<file path="src/inc/cps_map.svh">
`ifndef CPS_MAP_SVH
`define CPS_MAP_SVH

// ----------------------------------------------------------------
// register offsets
// ----------------------------------------------------------------
`define CPS_OFF_PWR_CTRL   8'h00
`define CPS_OFF_PWR_STAT   8'h04
`define CPS_OFF_ANA_CTRL   8'h08
`define CPS_OFF_GAIN       8'h0C
`define CPS_OFF_IMP        8'h10
`define CPS_OFF_UNSOL      8'h14
`define CPS_OFF_INT_STAT   8'h18
`define CPS_OFF_INT_MASK   8'h1C

// ----------------------------------------------------------------
// field positions
// ----------------------------------------------------------------
`define CPS_PC_DEEP_SENSE  4
`define CPS_PC_DEEP_LINK   5
`define CPS_PC_DEEP_AGND   6
`define CPS_ANA_BEEP       0
`define CPS_ANA_MICREF     1
`define CPS_UNSOL_EN       4
`define CPS_INT_SENSE      0
`define CPS_INT_IMP        1
`define CPS_INT_WAKE       2
`define CPS_INT_BUSRST     3

// ----------------------------------------------------------------
// reset values
// ----------------------------------------------------------------
`define CPS_RST_DEEP_CFG   3'h7
`define CPS_RST_ANA        2'h0
`define CPS_RST_CODE       8'h00
`define CPS_RST_TAG        4'h1
`define CPS_RST_UNSOL_EN   1'b1
`define CPS_RST_MASK       4'h0

// ----------------------------------------------------------------
// impedance return codes per bin
// ----------------------------------------------------------------
`define CPS_IMP_CODE_0     16'h0064
`define CPS_IMP_CODE_1     16'h012C
`define CPS_IMP_CODE_2     16'h028A
`define CPS_IMP_CODE_3     16'h03E8
`define CPS_IMP_CODE_4     16'h07D0
`define CPS_IMP_CODE_5     16'h0BB8
`define CPS_IMP_CODE_HI    16'h2710

// ----------------------------------------------------------------
// analog settings: gain steps in quarter dB, reference in tenths
// ----------------------------------------------------------------
`define CPS_PLAY_STEP_QDB  11'h003
`define CPS_REC_STEP_QDB   11'h006
`define CPS_MICREF_LO      4'h5
`define CPS_MICREF_HI      4'h8

// ----------------------------------------------------------------
// timing
// ----------------------------------------------------------------
`define CPS_CLK_NS         8
`define CPS_BCLK_TMO_NS    400
`define CPS_BCLK_TMO_CYC   ((`CPS_BCLK_TMO_NS + `CPS_CLK_NS - 1) / `CPS_CLK_NS)
`define CPS_AGND_STEP_NS   1000
`define CPS_AGND_STEP_CYC  ((`CPS_AGND_STEP_NS + `CPS_CLK_NS - 1) / `CPS_CLK_NS)

`endif

</file>
<file path="src/inc/cps_pkg.sv">
package cps_pkg;

  // ----------------------------------------------------------------
  // power states, gray along d0-d1-d2-d3-deep
  // ----------------------------------------------------------------
  typedef enum logic [2:0] {
    ps_d0    = 3'h0,
    ps_d1    = 3'h1,
    ps_d2    = 3'h3,
    ps_d3def = 3'h2,
    ps_deep  = 3'h6
  } cps_pstate_e;

endpackage : cps_pkg

</file>
<file path="src/core/cps_sync.sv">
`timescale 1ns/1ns
module cps_sync #(
  parameter int W = 1
) (
  // clock and reset
  input  wire logic         clk,
  input  wire logic         rst,
  input  wire logic         en,
  // data
  input  wire logic [W-1:0] d,
  output logic      [W-1:0] q
);

  logic [W-1:0] meta;

  always_ff @(posedge clk or posedge rst) begin
    if (rst) begin
      meta <= '0;
      q    <= '0;
    end else if (en) begin
      meta <= d;
      q    <= meta;
    end
  end

endmodule : cps_sync

</file>
<file path="src/core/cps_top.sv">
// What this block does
// - impedance read returns code chosen by bin
// - bins 0,1,2 give 0064h, 012Ch, 028Ah
// - bins 3,4 give 03E8h, 07D0h
// - bin 5 gives 0BB8h, bins 6,7 give 2710h
// - converters only D0/D1; D2 keeps ports on
// - ground reference stays on without headphone amps
// - sense event: wake if link inactive (clock stopped or link unpowered), else unsolicited
// - link inactive once bit clock stopped for 400 ns
// - deep sleep without link exits only by reset
// - ground reference ramps one step at a time toward its target, never jumps
// - reset enters low power default state
// - beep path off during link reset
// - mic reference selects half or eight tenths
// - playback gain steps 0.75 dB per code
// - record gain steps 1.5 dB per code
// - unsolicited response tag in bits 31:28
//
// Local design decisions: the placing of the registers and the address-and-strobe port.
`timescale 1ns/1ns
`include "cps_map.svh"
module cps_top (
  // clock, reset, enable
  input  wire logic        CLK_I,
  input  wire logic        RST_I,
  input  wire logic        CE_I,
  // register port
  input  wire logic [7:0]  ADDR_I,
  input  wire logic [31:0] WDATA_I,
  input  wire logic        WR_I,
  input  wire logic        RD_I,
  output logic      [31:0] RDATA_O,
  // link pins
  input  wire logic        BITCLK_I,
  input  wire logic        LINK_RST_N_I,
  // sense and impedance circuits
  input  wire logic        SENSE_EVT_I,
  input  wire logic [2:0]  SENSE_PORT_I,
  input  wire logic        IMP_DONE_I,
  input  wire logic [2:0]  IMP_BIN_I,
  input  wire logic        BEEP_I,
  // power enables
  output logic             DAC_PWR_O,
  output logic             ADC_PWR_O,
  output logic             PORT_PWR_O,
  output logic             HP_AMP_PWR_O,
  output logic             MICREF_PWR_O,
  output logic             DIFF_AMP_PWR_O,
  output logic             SENSE_PWR_O,
  output logic             LINK_PWR_O,
  output logic             LINK_ACTIVE_O,
  output logic [7:0]       AGND_LEVEL_O,
  // events
  output logic             WAKE_O,
  output logic             UNSOL_VALID_O,
  output logic [31:0]      UNSOL_DATA_O,
  output logic             IRQ_O,
  // analog settings
  output logic             BEEP_O,
  output logic [3:0]       MICREF_TENTHS_O,
  output logic [10:0]      PLAY_ATTEN_QDB_O,
  output logic [10:0]      REC_GAIN_QDB_O
);

  // ----------------------------------------------------------------
  // input synchronisers
  // ----------------------------------------------------------------
  logic [4:0] async_s;
  logic [5:0] data_s;

  cps_sync #(.W(5)) u_sync_ctl (
    .clk (CLK_I),
    .rst (RST_I),
    .en  (CE_I),
    .d   ({BEEP_I, IMP_DONE_I, SENSE_EVT_I, LINK_RST_N_I, BITCLK_I}),
    .q   (async_s)
  );

  cps_sync #(.W(6)) u_sync_dat (
    .clk (CLK_I),
    .rst (RST_I),
    .en  (CE_I),
    .d   ({SENSE_PORT_I, IMP_BIN_I}),
    .q   (data_s)
  );

  wire bclk_s     = async_s[0];
  wire link_rst_s = ~async_s[1];
  wire sense_s    = async_s[2];
  wire done_s     = async_s[3];
  wire beep_s     = async_s[4];

  // ----------------------------------------------------------------
  // state
  // ----------------------------------------------------------------
  cps_pkg::cps_pstate_e pwr_state;
  cps_pkg::cps_pstate_e next_pwr_state;
  logic [2:0]  deep_cfg;
  logic [1:0]  ana_ctrl;
  logic [7:0]  play_code;
  logic [7:0]  rec_code;
  logic [2:0]  imp_bin;
  logic [3:0]  unsol_tag;
  logic        unsol_en;
  logic [3:0]  int_stat;
  logic [3:0]  int_mask;
  logic        wake_pend;
  logic [4:0]  prev_s;
  logic [6:0]  bclk_cnt;
  logic [6:0]  agnd_cnt;

  // ----------------------------------------------------------------
  // edge detection and bit clock watch
  // ----------------------------------------------------------------
  wire bclk_edge  = bclk_s & ~prev_s[0];
  wire bus_rst_ev = link_rst_s & prev_s[1];
  wire sense_rise = sense_s & ~prev_s[2];
  wire imp_rise   = done_s & ~prev_s[3];
  wire bclk_run   = bclk_cnt < 7'(`CPS_BCLK_TMO_CYC);

  always_ff @(posedge CLK_I or posedge RST_I) begin
    if (RST_I) begin
      prev_s   <= 5'h00;
      bclk_cnt <= 7'(`CPS_BCLK_TMO_CYC);
    end else if (CE_I) begin
      prev_s   <= async_s;
      bclk_cnt <= bclk_edge ? 7'h00 : (bclk_run ? bclk_cnt + 7'h01 : bclk_cnt);
    end
  end

  // ----------------------------------------------------------------
  // register decode
  // ----------------------------------------------------------------
  wire wr_pc   = WR_I & (ADDR_I == `CPS_OFF_PWR_CTRL);
  wire wr_ana  = WR_I & (ADDR_I == `CPS_OFF_ANA_CTRL);
  wire wr_gain = WR_I & (ADDR_I == `CPS_OFF_GAIN);
  wire wr_uns  = WR_I & (ADDR_I == `CPS_OFF_UNSOL);
  wire wr_is   = WR_I & (ADDR_I == `CPS_OFF_INT_STAT);
  wire wr_im   = WR_I & (ADDR_I == `CPS_OFF_INT_MASK);

  // ----------------------------------------------------------------
  // power state machine
  // ----------------------------------------------------------------
  wire in_deep   = pwr_state == cps_pkg::ps_deep;
  wire deep_lock = in_deep & ~deep_cfg[`CPS_PC_DEEP_LINK - 4];

  always_comb begin
    next_pwr_state = pwr_state;
    if (bus_rst_ev) begin
      next_pwr_state = cps_pkg::ps_d3def;
    end else if (wr_pc & ~deep_lock) begin
      case (WDATA_I[2:0])
        3'h0:    next_pwr_state = cps_pkg::ps_d0;
        3'h1:    next_pwr_state = cps_pkg::ps_d1;
        3'h3:    next_pwr_state = cps_pkg::ps_d2;
        3'h2:    next_pwr_state = cps_pkg::ps_d3def;
        3'h6:    next_pwr_state = cps_pkg::ps_deep;
        default: next_pwr_state = pwr_state;
      endcase
    end
  end

  always_ff @(posedge CLK_I or posedge RST_I) begin
    if (RST_I) begin
      pwr_state <= cps_pkg::ps_d3def;
      deep_cfg  <= `CPS_RST_DEEP_CFG;
    end else if (CE_I) begin
      pwr_state <= next_pwr_state;
      if (wr_pc & ~deep_lock) begin
        deep_cfg <= WDATA_I[`CPS_PC_DEEP_AGND:`CPS_PC_DEEP_SENSE];
      end
    end
  end

  // ----------------------------------------------------------------
  // power enables per state
  // ----------------------------------------------------------------
  wire full_on = (pwr_state == cps_pkg::ps_d0) | (pwr_state == cps_pkg::ps_d1);
  wire mid_on  = full_on | (pwr_state == cps_pkg::ps_d2);
  wire agnd_on = ~in_deep | deep_cfg[`CPS_PC_DEEP_AGND - 4];

  assign DAC_PWR_O      = full_on;
  assign ADC_PWR_O      = full_on;
  assign PORT_PWR_O     = mid_on;
  assign HP_AMP_PWR_O   = mid_on;
  assign MICREF_PWR_O   = mid_on;
  assign DIFF_AMP_PWR_O = mid_on;
  assign SENSE_PWR_O    = ~in_deep | deep_cfg[`CPS_PC_DEEP_SENSE - 4];
  assign LINK_PWR_O     = ~in_deep | deep_cfg[`CPS_PC_DEEP_LINK - 4];
  assign LINK_ACTIVE_O  = LINK_PWR_O & bclk_run;

  // ----------------------------------------------------------------
  // ground reference ramp
  // ----------------------------------------------------------------
  wire [7:0] agnd_tgt  = agnd_on ? 8'hFF : 8'h00;
  wire       agnd_tick = agnd_cnt == 7'(`CPS_AGND_STEP_CYC - 1);

  always_ff @(posedge CLK_I or posedge RST_I) begin
    if (RST_I) begin
      agnd_cnt     <= 7'h00;
      AGND_LEVEL_O <= 8'h00;
    end else if (CE_I) begin
      agnd_cnt <= agnd_tick ? 7'h00 : agnd_cnt + 7'h01;
      if (agnd_tick & (AGND_LEVEL_O < agnd_tgt)) begin
        AGND_LEVEL_O <= AGND_LEVEL_O + 8'h01;
      end else if (agnd_tick & (AGND_LEVEL_O > agnd_tgt)) begin
        AGND_LEVEL_O <= AGND_LEVEL_O - 8'h01;
      end
    end
  end

  // ----------------------------------------------------------------
  // sense events, wake and unsolicited response
  // ----------------------------------------------------------------
  wire sense_ev  = sense_rise & SENSE_PWR_O;
  wire link_up   = LINK_PWR_O & bclk_run;
  wire wake_ev   = sense_ev & ~link_up;
  wire unsol_ev  = sense_ev & link_up & unsol_en;

  always_ff @(posedge CLK_I or posedge RST_I) begin
    if (RST_I) begin
      wake_pend     <= 1'b0;
      UNSOL_VALID_O <= 1'b0;
      UNSOL_DATA_O  <= 32'h0000_0000;
    end else if (CE_I) begin
      wake_pend     <= wake_ev | (wake_pend & ~bclk_run);
      UNSOL_VALID_O <= unsol_ev;
      if (unsol_ev) begin
        UNSOL_DATA_O <= {unsol_tag, 25'h0000000, data_s[5:3]};
      end
    end
  end

  assign WAKE_O = wake_pend;

  // ----------------------------------------------------------------
  // impedance result
  // ----------------------------------------------------------------
  always_ff @(posedge CLK_I or posedge RST_I) begin
    if (RST_I) begin
      imp_bin <= 3'h0;
    end else if (CE_I & imp_rise) begin
      imp_bin <= data_s[2:0];
    end
  end

  wire [15:0] imp_code =
    (imp_bin == 3'h0) ? `CPS_IMP_CODE_0 :
    (imp_bin == 3'h1) ? `CPS_IMP_CODE_1 :
    (imp_bin == 3'h2) ? `CPS_IMP_CODE_2 :
    (imp_bin == 3'h3) ? `CPS_IMP_CODE_3 :
    (imp_bin == 3'h4) ? `CPS_IMP_CODE_4 :
    (imp_bin == 3'h5) ? `CPS_IMP_CODE_5 : `CPS_IMP_CODE_HI;

  // ----------------------------------------------------------------
  // settings registers
  // ----------------------------------------------------------------
  always_ff @(posedge CLK_I or posedge RST_I) begin
    if (RST_I) begin
      ana_ctrl         <= `CPS_RST_ANA;
      play_code        <= `CPS_RST_CODE;
      rec_code         <= `CPS_RST_CODE;
      PLAY_ATTEN_QDB_O <= 11'h000;
      REC_GAIN_QDB_O   <= 11'h000;
      unsol_tag        <= `CPS_RST_TAG;
      unsol_en         <= `CPS_RST_UNSOL_EN;
      int_mask         <= `CPS_RST_MASK;
    end else if (CE_I) begin
      if (wr_ana) begin
        ana_ctrl <= WDATA_I[1:0];
      end
      if (wr_gain) begin
        play_code        <= WDATA_I[7:0];
        rec_code         <= WDATA_I[15:8];
        PLAY_ATTEN_QDB_O <= 11'(WDATA_I[7:0]) * `CPS_PLAY_STEP_QDB;
        REC_GAIN_QDB_O   <= 11'(WDATA_I[15:8]) * `CPS_REC_STEP_QDB;
      end
      if (wr_uns) begin
        unsol_tag <= WDATA_I[3:0];
        unsol_en  <= WDATA_I[`CPS_UNSOL_EN];
      end
      if (wr_im) begin
        int_mask <= WDATA_I[3:0];
      end
    end
  end

  assign MICREF_TENTHS_O = ana_ctrl[`CPS_ANA_MICREF] ? `CPS_MICREF_HI : `CPS_MICREF_LO;
  assign BEEP_O = beep_s & ana_ctrl[`CPS_ANA_BEEP] & ~link_rst_s;

  // ----------------------------------------------------------------
  // interrupt status, set wins over clear
  // ----------------------------------------------------------------
  wire [3:0] int_set = {bus_rst_ev, wake_ev, imp_rise, sense_ev};
  wire [3:0] int_clr = wr_is ? WDATA_I[3:0] : 4'h0;

  always_ff @(posedge CLK_I or posedge RST_I) begin
    if (RST_I) begin
      int_stat <= 4'h0;
    end else if (CE_I) begin
      int_stat <= (int_stat & ~int_clr) | int_set;
    end
  end

  assign IRQ_O = |(int_stat & int_mask);

  // ----------------------------------------------------------------
  // read path
  // ----------------------------------------------------------------
  wire [31:0] rd_mux =
    (ADDR_I == `CPS_OFF_PWR_CTRL) ? {25'h0, deep_cfg, 1'b0, pwr_state} :
    (ADDR_I == `CPS_OFF_PWR_STAT) ? {16'h0, AGND_LEVEL_O, 3'h0, LINK_ACTIVE_O,
                                     bclk_run, pwr_state} :
    (ADDR_I == `CPS_OFF_ANA_CTRL) ? {30'h0, ana_ctrl} :
    (ADDR_I == `CPS_OFF_GAIN)     ? {16'h0, rec_code, play_code} :
    (ADDR_I == `CPS_OFF_IMP)      ? {13'h0, imp_bin, imp_code} :
    (ADDR_I == `CPS_OFF_UNSOL)    ? {27'h0, unsol_en, unsol_tag} :
    (ADDR_I == `CPS_OFF_INT_STAT) ? {28'h0, int_stat} :
    (ADDR_I == `CPS_OFF_INT_MASK) ? {28'h0, int_mask} : 32'h0000_0000;

  always_ff @(posedge CLK_I or posedge RST_I) begin
    if (RST_I) begin
      RDATA_O <= 32'h0000_0000;
    end else if (CE_I) begin
      RDATA_O <= RD_I ? rd_mux : 32'h0000_0000;
    end
  end
endmodule : cps_top

</file>
<file path="config.mk">
export PLATFORM = sky130hd
export DESIGN_NAME = cps_top
export DESIGN_NICKNAME = d
export VERILOG_FILES = /design/src/inc/cps_pkg.sv /design/src/core/cps_sync.sv /design/src/core/cps_top.sv
export VERILOG_INCLUDE_DIRS = /design/src /design/src/inc
export SDC_FILE = /design/constraint.sdc
export NUM_CORES = 1
export LEC_CHECK = 0
export ABC_AREA = 1
export BUFFER_PORTS_ARGS = -buffer_cell sky130_fd_sc_hd__buf_2
export CORE_MARGIN = 2
export CORE_UTILIZATION = 40
export CTS_CLUSTER_SIZE = 28
export DETAILED_ROUTE_END_ITERATION = 10
export SYNTH_ARGS = -nofsm -noshare
export SYNTH_HDL_FRONTEND = slang
export SYNTH_SLANG_ARGS = --single-unit
</file>
<file path="constraint.sdc">
create_clock -name CLK_I -period 5.16 [get_ports CLK_I]
set_input_delay 0.516 -clock CLK_I [delete_from_list [all_inputs] [get_ports CLK_I]]
set_output_delay 0.516 -clock CLK_I [all_outputs]
set_load 0.02 [all_outputs]
</file>
Word level (Yosys, flattened, before mapping) --
Cells that the tools add are included.
Word-level totals: input bits 56, output and inout bits 111, bits in registers 149
Cells by class: order comparisons 3, reductions and logical operators 18, bitwise gates (word level) 42, $add $sub $neg 4, equal/unequal tests 20, $mul 2, mux-type cells 26
Operators with widths (number):
- 19-bit 2-to-1 mux | 6
- 14-bit 2-to-1 mux | 6
- 8-bit by 5-bit == test with 1-bit output, second input constant | 4
- 8-bit 2-to-1 mux | 3
- 1-bit AND | 23
- 7-bit 2-to-1 mux | 3
- 8-bit by 2-bit multiplier with 10-bit output, second input constant | 2
- 8-bit by 4-bit == test with 1-bit output, second input constant | 2
- 4-bit 2-to-1 mux | 4
- 2-bit AND reduction | 8
- 3-bit by 2-bit == test with 1-bit output, second input constant | 5
- 3-bit case mux with 5 select lines | 1
- 7-bit by 1-bit adder with 7-bit output, second input constant | 2
- 3-bit == test, second input constant | 4
- 3-bit by 1-bit == test with 1-bit output, second input constant | 3
- 3-bit zero test | 3
- 1-bit NOT | 9
- 8-bit by 1-bit adder with 8-bit output, second input constant | 1
- 4-bit AND | 2
- 8-bit by 3-bit == test with 1-bit output, second input constant | 1
- 8-bit > comparator | 1
- 8-bit zero test | 1
- 8-bit < comparator | 1
- 8-bit by 1-bit subtractor with 8-bit output, second input constant | 1
- 11 further kinds | 19

Longest topological paths before layout --
Gate-level depths: netlist (run 1).
depth after elaboration 13, gate-level depth with buffers 17, mapped depth without buffers 17

Cells and area by module --
From an unflattened synthesis (run 1), not the netlist that was laid out.
Unflattened totals: cells, all modules 904, area, all modules 7314.5 µm²
Modules (own cells, without submodules):
- cps_top | times used 1, cells an instance 809, seq. area each 2813.9 µm², area each 6471.2 µm²
- cps_sync (u_sync_dat) | times used 1, cells an instance 52, seq. area each 300.3 µm², area each 461.7 µm²
- cps_sync (u_sync_ctl) | times used 1, cells an instance 43, seq. area each 250.2 µm², area each 381.6 µm²

Least setup slack after synthesis (run 1) --
OpenSTA, ideal clock, no wires.
path type reg2reg, from register deep_cfg[2], to register AGND_LEVEL_O[7], clock period less this slack 2.462 ns, path buffers 0, data required time 5.043 ns, arrival 2.345 ns, path slack 2.698 ns, cell stages (with the launch flop) 16, cells stage by stage dfstp_2 -> inv_1 -> nand4_2 -> ha_1 -> nand2_1 -> nand3_1 -> nand3_1 -> ha_1 -> a21oi_1 -> or2_2 -> nand3_1 -> inv_1 -> nand4_1 -> nand3_1 -> nand2_1 -> nand2_1
Between the ends: longest elaborated chain between the ends 6
RTL lines:
- start: declaration | line cps_top.sv:98 | logic [2:0] deep_cfg;
- start signal: assignment | line cps_top.sv:166 | deep_cfg <= `CPS_RST_DEEP_CFG;
- start signal: assignment | line cps_top.sv:170 | deep_cfg <= WDATA_I[`CPS_PC_DEEP_AGND:`CPS_PC_DEEP_SENSE];
- 1-bit bitwise OR * | line cps_top.sv:180 | wire agnd_on = ~in_deep | deep_cfg[`CPS_PC_DEEP_AGND - 4];
- 8-bit 2-to-1 mux * | line cps_top.sv:195 | wire [7:0] agnd_tgt = agnd_on ? 8'hFF : 8'h00;
- 8-bit < comparator or 8-bit > comparator (tied branches) | line cps_top.sv:204, cps_top.sv:206
- 1-bit AND, on equally long branches | line cps_top.sv:204, cps_top.sv:206
- 2-bit nonzero test (no line)
- 2-bit AND reduction (no line)
- end signal: assignment | line cps_top.sv:205 | AGND_LEVEL_O <= AGND_LEVEL_O + 8'h01;
- end signal: assignment | line cps_top.sv:207 | AGND_LEVEL_O <= AGND_LEVEL_O - 8'h01;
- end: declaration | line cps_top.sv:52 | output logic [7:0] AGND_LEVEL_O,
Every way passes the cells marked *; elsewhere a longest branch is shown, timed or not. A chain may end at the register's enable or synchronous reset.

Worst setup path in the final report (run 1) --
from register pwr_state[1], to register AGND_LEVEL_O[7]
Between the ends: longest elaborated chain between the ends 8
RTL lines:
- start: declaration | line cps_top.sv:96 | cps_pkg::cps_pstate_e pwr_state;
- start signal: assignment | line cps_top.sv:165 | pwr_state <= cps_pkg::ps_d3def;
- start signal: assignment | line cps_top.sv:168 | pwr_state <= next_pwr_state;
- 3-bit == test * | line cps_top.sv:144 | wire in_deep = pwr_state == cps_pkg::ps_deep;
- 1-bit NOT * | line cps_top.sv:180
- 1-bit bitwise OR * | line cps_top.sv:180
- 8-bit 2-to-1 mux * | line cps_top.sv:195
- 8-bit < comparator or 8-bit > comparator (tied branches) | line cps_top.sv:204, cps_top.sv:206
- 1-bit AND, on equally long branches | line cps_top.sv:204, cps_top.sv:206
- 2-bit nonzero test (no line)
- 2-bit AND reduction (no line)
Marks and branches as above.

==> impl_metrics.py, run 1 <==
metrics = {
    "sta": {
        "tightest_slew_ns": 0.865,
        "slew_headroom": 0.423,
        "fmax_mhz": 358,
        "period_share": 0.541,
        "setup_violations": 0,
        "skew_ns": 0.00774,
        "slew_violations": 0,
        "period_needed_ns": 2.79,
        "finalHoldViolCount": 0,
        "hold_ws_ns": 0.268,
        "setup_ws_ns": 2.37,
        "rsz0062_at_grt": "no",
        "setup_tns_ns": 0,
    },
    "cts": {
        "clockBufferDepth": 2,
        "post_cts_resized": 0,
        "cts_tree": "done",
        "clk_latency_ns": 0.43,
        "clock-sinks": 134,
        "cts_setup_buffers": 0,
        "cts_root_buf": "clkbuf_16",
        "cts.clk_slew.worst_paths_ns": 0.06,
        "cts_hold_buf": 0,
        "cts_buffers": 17,
        "htreeDepth": 4,
    },
    "hold_path": {
        "hold_class": "in -> async",
    },
    "place": {
        "post-place-ws_ns": 2.37,
        "routabilityCongestion": 0.855,
        "dpl.hpwl_um": 12500,
        "portBuffers": 109,
    },
    "critical_path": {
        "crit_arrival_ns": 3.11,
        "cp-startpoint": "pwr_state[1]",
        "slowest_delay_ns": 0.60,
        "path_class": "reg -> reg",
        "endpoint_kind": "register",
        "critPathMostFrequentCell": "nand2_1",
        "crit_path_cell_trace": "nand4_2 > ha_1 > nand2_1 > nand3_1 > nand3_1 > ha_1 > a21oi_1 > nand2_1 > nand2_1 > nand3_1 > inv_1 > nand4_1 > nand4_1 > nand2_1",
        "worstPathRequired_ns": 5.48,
        "rr_startpoint": "pwr_state[1]",
        "cp_slowest_cell": "dfstp_2",
        "crit_path_max_fanout": 8,
        "crit_path_start_kind": "register",
    },
    "synthesis": {
        "synthTopCellsByArea": "dfrtp_1 (43%), nand2_1 (13%), buf_4 (5.3%)",
        "synth_cell_types": 49,
        "synth-compound-area-share": 0.122,
        "synth_edf_count": 0,
        "synth.top_cell.area_share": 0.426,
        "synthArstFlopShare": 1.00,
        "mappedNetlistArea_um2": 7340,
        "synthMuxAreaShare": 0.00665,
        "synthAdderAreaFrac": 0.0593,
        "synthSimpleGateAreaFrac": 0.225,
        "synth_top_area_cell": "dfrtp_1",
        "synthTopCellsByCount": "nand2_1 (253), dfrtp_1 (125), inv_1 (78), o21ai_0 (57), buf_4 (52)",
        "synth_xor_xnor_area_share": 0.0191,
        "yosysMostFrequentCell": "nand2_1",
        "synthFlopType": "dfrtp_1",
        "ys_ff_latch": 134,
        "avgSynthCellArea_um2": 8.30,
        "syn_inst": 885,
        "ys_warn_count": 0,
        "synth_top_family_by_area": "simple AND/OR/NAND/NOR gates",
        "yosysSeqAreaShare": 0.458,
    },
    "pwr": {
        "p_per_area_nw_per_um2": 355,
        "p_leak_uw": 0.00444,
        "vdd_drop_max_v": 0.000251,
    },
    "global_routing": {
        "grt_pass1_vias": 5652,
        "grt_pass1_wl_um": 29000,
        "grt_max_degree": 98,
        "grt_use_met1": 0.267,
        "antenna_found_initial": 1,
        "grt_use_met3": 0.0413,
        "grt.overflow.total": 0,
        "gr-usage-met2": 0.282,
        "grt_use_total": 0.187,
        "busiest_layer": "met2",
    },
    "floorplanning": {
        "coreArea_um2": 18000,
        "ios": 167,
        "start_util": 0.409,
        "fp.dieH_um": 139,
        "core.rowCount": 49,
        "die_width_um": 139,
        "dieArea_um2": 19500,
    },
    "finish": {
        "multi_input_area_um2": 3320,
        "area_growth_pct": 15.7,
        "fill_cells": 1801,
        "antennaDiodeCount": 0,
        "register_area_um2": 3360,
        "layout.nets": 1076,
        "drive_gt1_frac": 0.200,
    },
    "routing": {
        "drt_wl_total_um": 17400,
        "drt_iter0_markers": 355,
        "drc": 0,
        "via_per_inst": 4.78,
        "routed-via-count": 5878,
        "final_antenna_net_count": 0,
        "first_pass_iters": 5,
        "detail_route.wl_per_cell_um": 14.1,
    },
    "status": {
        "status": "complete, no violations",
    },
    "flow_run": {
        "cap_violations": 0,
    },
}
per-stage QoR:
stage / utilization / power, uW / instance area, um2 / std cells
CTS: 0.473 / 3040 / 8500 / 1229
global route: 0.473 / 3170 / 8500 / 1229
finish: 0.473 / 3020 / 8500 / 1229
global placement: 0.439 / 1760 / 7880 / 1197
floorplan: - / 1660 / 7490 / 925
detailed placement: 0.439 / 1760 / 7880 / 1197
cells in the final DEF, fill, tap and decap left out, drive strengths merged, types with 4 or more instances in the layout:
master	n
mux2	4
dfstp	9
clkinv	7
nand2	259
buf	111
o22ai	4
nand4	13
clkbuf	20
conb	41
nor3	5
xnor2	6
dfrtp	125
nand3	40
ha	30
xor2	10
a21oi	37
o21ai	101
inv	89
nor2	57
worst max-delay path: cells and delay by family (launching register included):
family / cells / cell delay, ns
AO/OA/AOI/OAI: 1 / 0.20
adder cells (fa/ha/maj): 2 / 0.60
buffers and inverters: 1 / 0.06
flip-flops: 1 / 0.60
AND/OR/NAND/NOR: 10 / 1.21
cell type report:
class | instances | area share
Tap cell | 229 | 0.0337
Timing Repair Buffer | 111 | 0.0660
Clock inverter | 12 | 0.0178
Sequential cell | 134 | 0.396
Clock buffer | 20 | 0.0549
Inverter | 89 | 0.0402
Multi-Input combinational cell | 634 | 0.391
cells by family after synthesis:
| family | Yosys count |
|---|---|
| other cells | 1 |
| compound gates | 160 |
| flops | 134 |
| mux | 4 |
| simple gates | 380 |
| buf+inv | 157 |
| xor+xnor | 16 |
| fa+ha+maj | 33 |
state kept, by name, summed over array words and instances, names as in the netlist, 6 cells and up:
name	count
RDATA_O	19
UNSOL_DATA_O	7
u_sync_dat.meta	6
u_sync_dat.q	6
bclk_cnt	7
AGND_LEVEL_O	8
play_code	8
REC_GAIN_QDB_O	9
PLAY_ATTEN_QDB_O	9
rec_code	8
agnd_cnt	7
path summary, 6_finish.rpt:
path                                       to  slack [ns]  depth (start not counted)
setup reg to reg              AGND_LEVEL_O[7]        2.37                         14
max in group asynchronous         bclk_cnt[5]        3.83                          3
hold / removal             u_sync_ctl.meta[4]        0.27                          2
min in group CLK_I         u_sync_dat.meta[5]        0.29                          3
setup / recovery              AGND_LEVEL_O[7]        2.37                         14
hold reg to reg                   bclk_cnt[5]        0.46                          2
power breakdown:
part | internal, uW | switching, uW | leakage (uW)
registers | 1150 | 90.2 | 0.00173
clock network | 796 | 472 | 0.000302
logic | 170 | 336 | 0.00241
total | 2120 | 898 | 0.00444
routing by layer:
layer | vias to the layer above | wire length, um
met3 | 21 | 836
met5 | - | 13
met4 | 2 | 295
met1 | 2703 | 8620
li1 | 2988 | -
met2 | 164 | 7610
Power figures use the tool's default switching activity.
==> run 2: changes to the inputs <==
--- a/config.mk
+++ b/config.mk
@@ -6,7 +6,7 @@
 export SDC_FILE = /design/constraint.sdc
 export NUM_CORES = 1
 export LEC_CHECK = 0
-export ABC_AREA = 1
+export ABC_AREA = 0
 export BUFFER_PORTS_ARGS = -buffer_cell sky130_fd_sc_hd__buf_2
 export CORE_MARGIN = 2
 export CORE_UTILIZATION = 40
==> constraint.sdc (replaced) <==
create_clock -name CLK_I -period 2.9 [get_ports CLK_I]
set_input_delay 0.29 -clock CLK_I [delete_from_list [all_inputs] [get_ports CLK_I]]
set_output_delay 0.29 -clock CLK_I [all_outputs]
set_load 0.02 [all_outputs]
==> run 2 against run 1 <==
  * Highest routed layer is now met4
  * Flip-flop and latch count is the same
  * Synthesized area shrank 0.73%
  * Clock skew shrank 0.0015 ns
  * Design area rose by 1.9%
  * Largest power group is now registers
  * Register-to-register slack lost 2.1 ns
==> impl_metrics.py, run 2 <==
metrics = {
    "status": {
        "status": "complete, no violations",
    },
    "floorplanning": {
        "coreArea_um2": 17900,
        "core.rowCount": 49,
        "die_width_um": 139,
        "start_util": 0.407,
        "fp.dieH_um": 139,
        "ios": 167,
        "dieArea_um2": 19300,
    },
    "routing": {
        "drc": 0,
        "via_per_inst": 5.15,
        "detail_route.wl_per_cell_um": 16.1,
        "first_pass_iters": 7,
        "drt_iter0_markers": 288,
        "drt_wl_total_um": 17300,
        "final_antenna_net_count": 0,
        "routed-via-count": 5517,
    },
    "synthesis": {
        "synth_edf_count": 0,
        "synth_top_area_cell": "dfrtp_1",
        "mappedNetlistArea_um2": 7290,
        "synthFlopType": "dfrtp_1",
        "yosysSeqAreaShare": 0.462,
        "ys_ff_latch": 134,
        "synthTopCellsByCount": "dfrtp_1 (125), nand2_1 (75), mux2_2 (56), o21ai_0 (52), buf_4 (49)",
        "ys_warn_count": 0,
        "synthTopCellsByArea": "dfrtp_1 (43%), mux2_2 (8.7%), ha_1 (5.2%)",
        "avgSynthCellArea_um2": 10.3,
        "yosysMostFrequentCell": "dfrtp_1",
        "synth.top_cell.area_share": 0.429,
        "syn_inst": 709,
        "synthArstFlopShare": 1.00,
        "synth_cell_types": 59,
    },
    "place": {
        "routabilityCongestion": 0.850,
        "portBuffers": 109,
        "post-place-ws_ns": 0.0664,
        "dpl.hpwl_um": 12900,
    },
    "finish": {
        "largest_reg_flops": 19,
        "antennaDiodeCount": 0,
        "drive_gt1_frac": 0.295,
        "area_growth_pct": 18.8,
        "regMostFlops": "RDATA_O",
        "final_common_cell": "dfrtp_1",
        "layout.nets": 918,
        "final_cell_mix": "dfrtp_1 (125), buf_2 (109), nand2_1 (73), mux2_2 (56), o21ai_0 (52)",
        "multi_input_area_um2": 3510,
        "register_area_um2": 3360,
        "top_regs": "RDATA_O (19), PLAY_ATTEN_QDB_O (9), REC_GAIN_QDB_O (9)",
        "fill_cells": 1688,
    },
    "sta": {
        "setup_violations": 0,
        "period_share": 0.924,
        "fmax_mhz": 373,
        "tightest_slew_ns": 0.818,
        "setup_ws_ns": 0.219,
        "setup_tns_ns": 0,
        "rsz0062_at_grt": "no",
        "skew_ns": 0.00622,
        "slew_headroom": 0.454,
        "period_needed_ns": 2.68,
        "slew_violations": 0,
        "finalHoldViolCount": 0,
    },
    "critical_path": {
        "crit_arrival_ns": 2.98,
        "crit_path_start_kind": "register",
        "worstPathRequired_ns": 3.20,
        "endpoint_kind": "register",
        "ff2ff_path_depth": 12,
        "path_class": "reg -> reg",
        "crit_path_max_fanout": 7,
    },
    "cts": {
        "cts_tree": "done",
        "clockBufferDepth": 2,
        "htreeDepth": 4,
        "cts.clk_slew.worst_paths_ns": 0.06,
        "clk_latency_ns": 0.42,
        "clock-sinks": 134,
        "cts_buffers": 17,
        "cts_setup_buffers": 0,
        "cts_root_buf": "clkbuf_16",
    },
    "pwr": {
        "total_power_uw": 5370,
        "p_per_area_nw_per_um2": 620,
        "p_leak_uw": 0.00423,
        "vdd_drop_max_v": 0.000404,
    },
    "global_routing": {
        "grt_max_degree": 120,
        "grt_use_total": 0.184,
        "antenna_found_initial": 0,
        "grt.overflow.total": 0,
        "grt_pass1_vias": 5301,
        "grt_pass1_wl_um": 28500,
    },
    "flow_run": {
        "cap_violations": 0,
    },
    "hold_path": {
        "hold_path_depth": 2,
        "hold_class": "in -> reg",
    },
}
run 2: changes by cell type in the layout (fill, tap and decap cells not counted), sizes merged, moves of 11 or more:
cell    change
nand3      -33
nor2       -17
nand2b     +11
nand2     -183
a21o       +11
a31oi      +11
o21ai      -49
inv        -64
mux2       +54
nor2b      +11
buf        +27
run 2: cell families (layout without fill, tap and decap cells):
| logic type | count (synthesis) | in the layout | share of synthesized area |
|---|---|---|---|
| buffers and inverters | 104 | 197 | 0.0793 |
| DFF | 134 | 134 | 0.462 |
| xor gates and xnor gates | 25 | 25 | 0.0300 |
| other | 1 | 41 | 0.000515 |
| muxes | 65 | 65 | 0.100 |
| adders and majority gates | 33 | 33 | 0.0597 |
| AOI/OAI and AO/OA | 160 | 160 | 0.144 |
| and+or+nand+nor | 187 | 187 | 0.125 |
run 2: metrics by stage:
stage               area (um2)  hold slack, ns  utilization  cells
detailed placement        8030           0.305        0.448   1038
global route              8660          0.0942        0.484   1071
floorplan                 7440           0.425            -    749
global placement          8030           0.299        0.448   1038
CTS                       8640          0.0879        0.483   1071
finish                    8660           0.101        0.484   1071
run 2: metal layers:
metal / global-route usage / vias up / share of wire
li1: - / 2658 / -
met1: 0.256 / 2682 / 0.47
met2: 0.290 / 158 / 0.46
met3: 0.0477 / 19 / 0.051
met4: 0.0463 / 0 / 0.011
met5: 0 / - / 0
run 2: final cells by class:
cell class,instances,area share
Clock inverter,9,0.0173
Inverter,26,0.0117
Sequential cell,134,0.389
Tap cell,229,0.0331
Multi-Input combinational cell,511,0.405
Clock buffer,23,0.0529
Timing Repair Buffer,139,0.0908
run 2: final timing paths:
kind	start	to	slack [ns]
max	pwr_state[1]	AGND_LEVEL_O[5]	0.22
min	IMP_DONE_I	u_sync_ctl.meta[3]	0.10
max reg2reg	pwr_state[1]	AGND_LEVEL_O[5]	0.22
min reg2reg	REC_GAIN_QDB_O[8]	REC_GAIN_QDB_O[8]	0.47
max in group asynchronous	RST_I	AGND_LEVEL_O[0]	1.57
min in group asynchronous	RST_I	u_sync_dat.meta[3]	0.41
run 2: critical path, cell delays in order, from the launching register on:
cell and delay (ns):
dfstp_2 0.56, nand4bb_1 0.16, buf_4 0.19, a21oi_1 0.15, o2bb2ai_2 0.10, nand2_2 0.15
ha_1 0.27, a211oi_1 0.24, nor2_1 0.12, o21a_1 0.18, nor2_1 0.11, xnor2_1 0.08
mux2_2 0.26
run 2: report_power, final:
| group | switching (uW) | internal, uW |
|---|---|---|
| logic | 521 | 376 |
| clock network | 774 | 1460 |
| registers | 188 | 2050 |
run 2: timing repair:
item	CTS	global route
hold buffers	1	0
endpoints found under the hold margin	15	0
endpoints found under the setup margin	0	3
gates resized for setup	0	3
==> run 3: changes to the inputs <==
--- a/config.mk
+++ b/config.mk
@@ -6,7 +6,7 @@
 export SDC_FILE = /design/constraint.sdc
 export NUM_CORES = 1
 export LEC_CHECK = 0
-export ABC_AREA = 0
+export ABC_AREA = 1
 export BUFFER_PORTS_ARGS = -buffer_cell sky130_fd_sc_hd__buf_2
 export CORE_MARGIN = 2
 export CORE_UTILIZATION = 40
==> run 3 against run 2 <==
  * Register-to-register slack better by 0.06 ns
  * Routed wire length is 2.5% higher
  * First-iteration DRC count is 33% higher
  * Clock skew is 0.0052 ns higher
  * Setup slack better by 0.062 ns
  * Largest cell class is now sequential cells
==> impl_metrics.py, run 3 (synthesis gave the netlist of run 1 again) <==
metrics = {
    "sta": {
        "finalHoldViolCount": 0,
        "period_needed_ns": 2.62,
        "period_share": 0.903,
        "tightest_slew_ns": 0.860,
        "setup_violations": 0,
        "setup_tns_ns": 0,
        "skew_ns": 0.0114,
        "fmax_mhz": 382,
        "slew_violations": 0,
        "rsz0062_at_grt": "no",
        "slew_headroom": 0.425,
    },
    "floorplanning": {
        "start_util": 0.409,
        "core.rowCount": 49,
        "dieArea_um2": 19500,
        "fp.dieH_um": 139,
        "die_width_um": 139,
        "coreArea_um2": 18000,
        "ios": 167,
    },
    "routing": {
        "drc": 0,
        "drt_iter0_markers": 382,
        "detail_route.wl_per_cell_um": 14.3,
        "final_antenna_net_count": 0,
        "first_pass_iters": 5,
        "drt_wl_total_um": 17700,
        "routed-via-count": 5950,
        "via_per_inst": 4.81,
    },
    "cts": {
        "cts.clk_slew.worst_paths_ns": 0.06,
        "cts_tree": "done",
        "clock-sinks": 134,
        "cts_setup_buffers": 0,
        "cts_buffers": 17,
        "cts_hold_buf": 0,
        "htreeDepth": 4,
        "clockBufferDepth": 2,
        "clk_latency_ns": 0.42,
        "post_cts_resized": 0,
        "cts_root_buf": "clkbuf_16",
    },
    "critical_path": {
        "crit_path_max_fanout": 8,
        "path_class": "reg -> reg",
        "crit_path_start_kind": "register",
        "reg2reg_slack_ns": 0.28,
        "crit_arrival_ns": 2.93,
        "endpoint_kind": "register",
        "worstPathRequired_ns": 3.21,
        "ff2ff_path_depth": 13,
    },
    "global_routing": {
        "antenna_found_initial": 1,
        "grt_use_total": 0.188,
        "grt_pass1_vias": 5832,
        "grt_max_degree": 37,
        "grt.overflow.total": 0,
        "grt_pass1_wl_um": 29400,
    },
    "finish": {
        "drive_gt1_frac": 0.208,
        "largest_reg_flops": 19,
        "area_growth_pct": 16.6,
        "regMostFlops": "RDATA_O",
        "layout.nets": 1084,
        "top_regs": "RDATA_O (19), PLAY_ATTEN_QDB_O (9), REC_GAIN_QDB_O (9)",
        "final_common_cell": "nand2_1",
        "final_cell_mix": "nand2_1 (253), dfrtp_1 (125), buf_2 (109), inv_1 (77), o21ai_0 (57)",
        "antennaDiodeCount": 0,
    },
    "place": {
        "portBuffers": 109,
        "routabilityCongestion": 0.872,
        "dpl.hpwl_um": 13200,
    },
    "status": {
        "status": "complete, no violations",
    },
    "pwr": {
        "total_power_uw": 5250,
        "p_leak_uw": 0.00446,
        "vdd_drop_max_v": 0.000444,
        "p_per_area_nw_per_um2": 614,
    },
    "hold_path": {
        "hold_class": "in -> async",
    },
    "flow_run": {
        "cap_violations": 0,
    },
}
[run 3: cell types whose count changed in the layout (fill, tap and decap cells not counted), sizes merged, moves of 19 or more]
cell / change
nand2: +183
inv: +67
mux2: -54
o21ai: +49
nand3: +33
buf: -19
[run 3: report_power, final]
group	switching [uW]	internal, uW
Sequential	156	2050
Clock	865	1260
Combinational	608	313
[run 3: final timing paths]
| kind | from | end |
|---|---|---|
| worst min-delay path | RST_I | int_mask[1] |
| max in group asynchronous | RST_I | bclk_cnt[1] |
| worst max register to register | pwr_state[1] | AGND_LEVEL_O[6] |
| min in group CLK_I | SENSE_PORT_I[2] | u_sync_dat.meta[5] |
| worst min register to register | u_sync_ctl.meta[1] | u_sync_ctl.q[1] |
| worst max-delay path | pwr_state[1] | AGND_LEVEL_O[6] |
[run 3: cell type report]
class / instances / area [um2]
fill: 1768 / 9400
timing repair buffer: 119 / 646
inverter: 89 / 340
clock buffer: 20 / 467
tap: 229 / 287
multi-input combinational: 634 / 3340
sequential: 134 / 3360
clock inverter: 12 / 116
[run 3: per-stage QoR]
step           setup WS, ns  instance area (um2)  cells  hold WS (ns)   util
5_1_grt              0.0611                 8560   1237        0.0699  0.477
3_5_place_dp          0.135                 7960   1205         0.460  0.443
6_report              0.281                 8560   1237        0.0345  0.477
3_3_place_gp          0.187                 7960   1205         0.456  0.443
2_1_floorplan         0.438                 7500    925         0.387      -
4_1_cts               0.126                 8540   1237        0.0525  0.476
[run 3: worst max-delay path: stages, from the launching register on]
cell and delay, ns:
dfstp_2 0.61, nand4_2 0.20, ha_1 0.24, nand2_1 0.06, nand3_1 0.14, nand3_4 0.16
ha_1 0.31, a21oi_1 0.16, nand2_1 0.11, a21oi_1 0.17, o21bai_1 0.09, xor2_1 0.15
nand2_1 0.06, nand2_1 0.05
[run 3: routing by layer]
metal / track usage / part of all wire / vias to the layer above
met4: 0.0590 / 0.014 / 2
li1: - / - / 3010
met5: 0 / 0.00073 / -
met2: 0.296 / 0.45 / 152
met3: 0.0368 / 0.042 / 24
met1: 0.263 / 0.49 / 2762
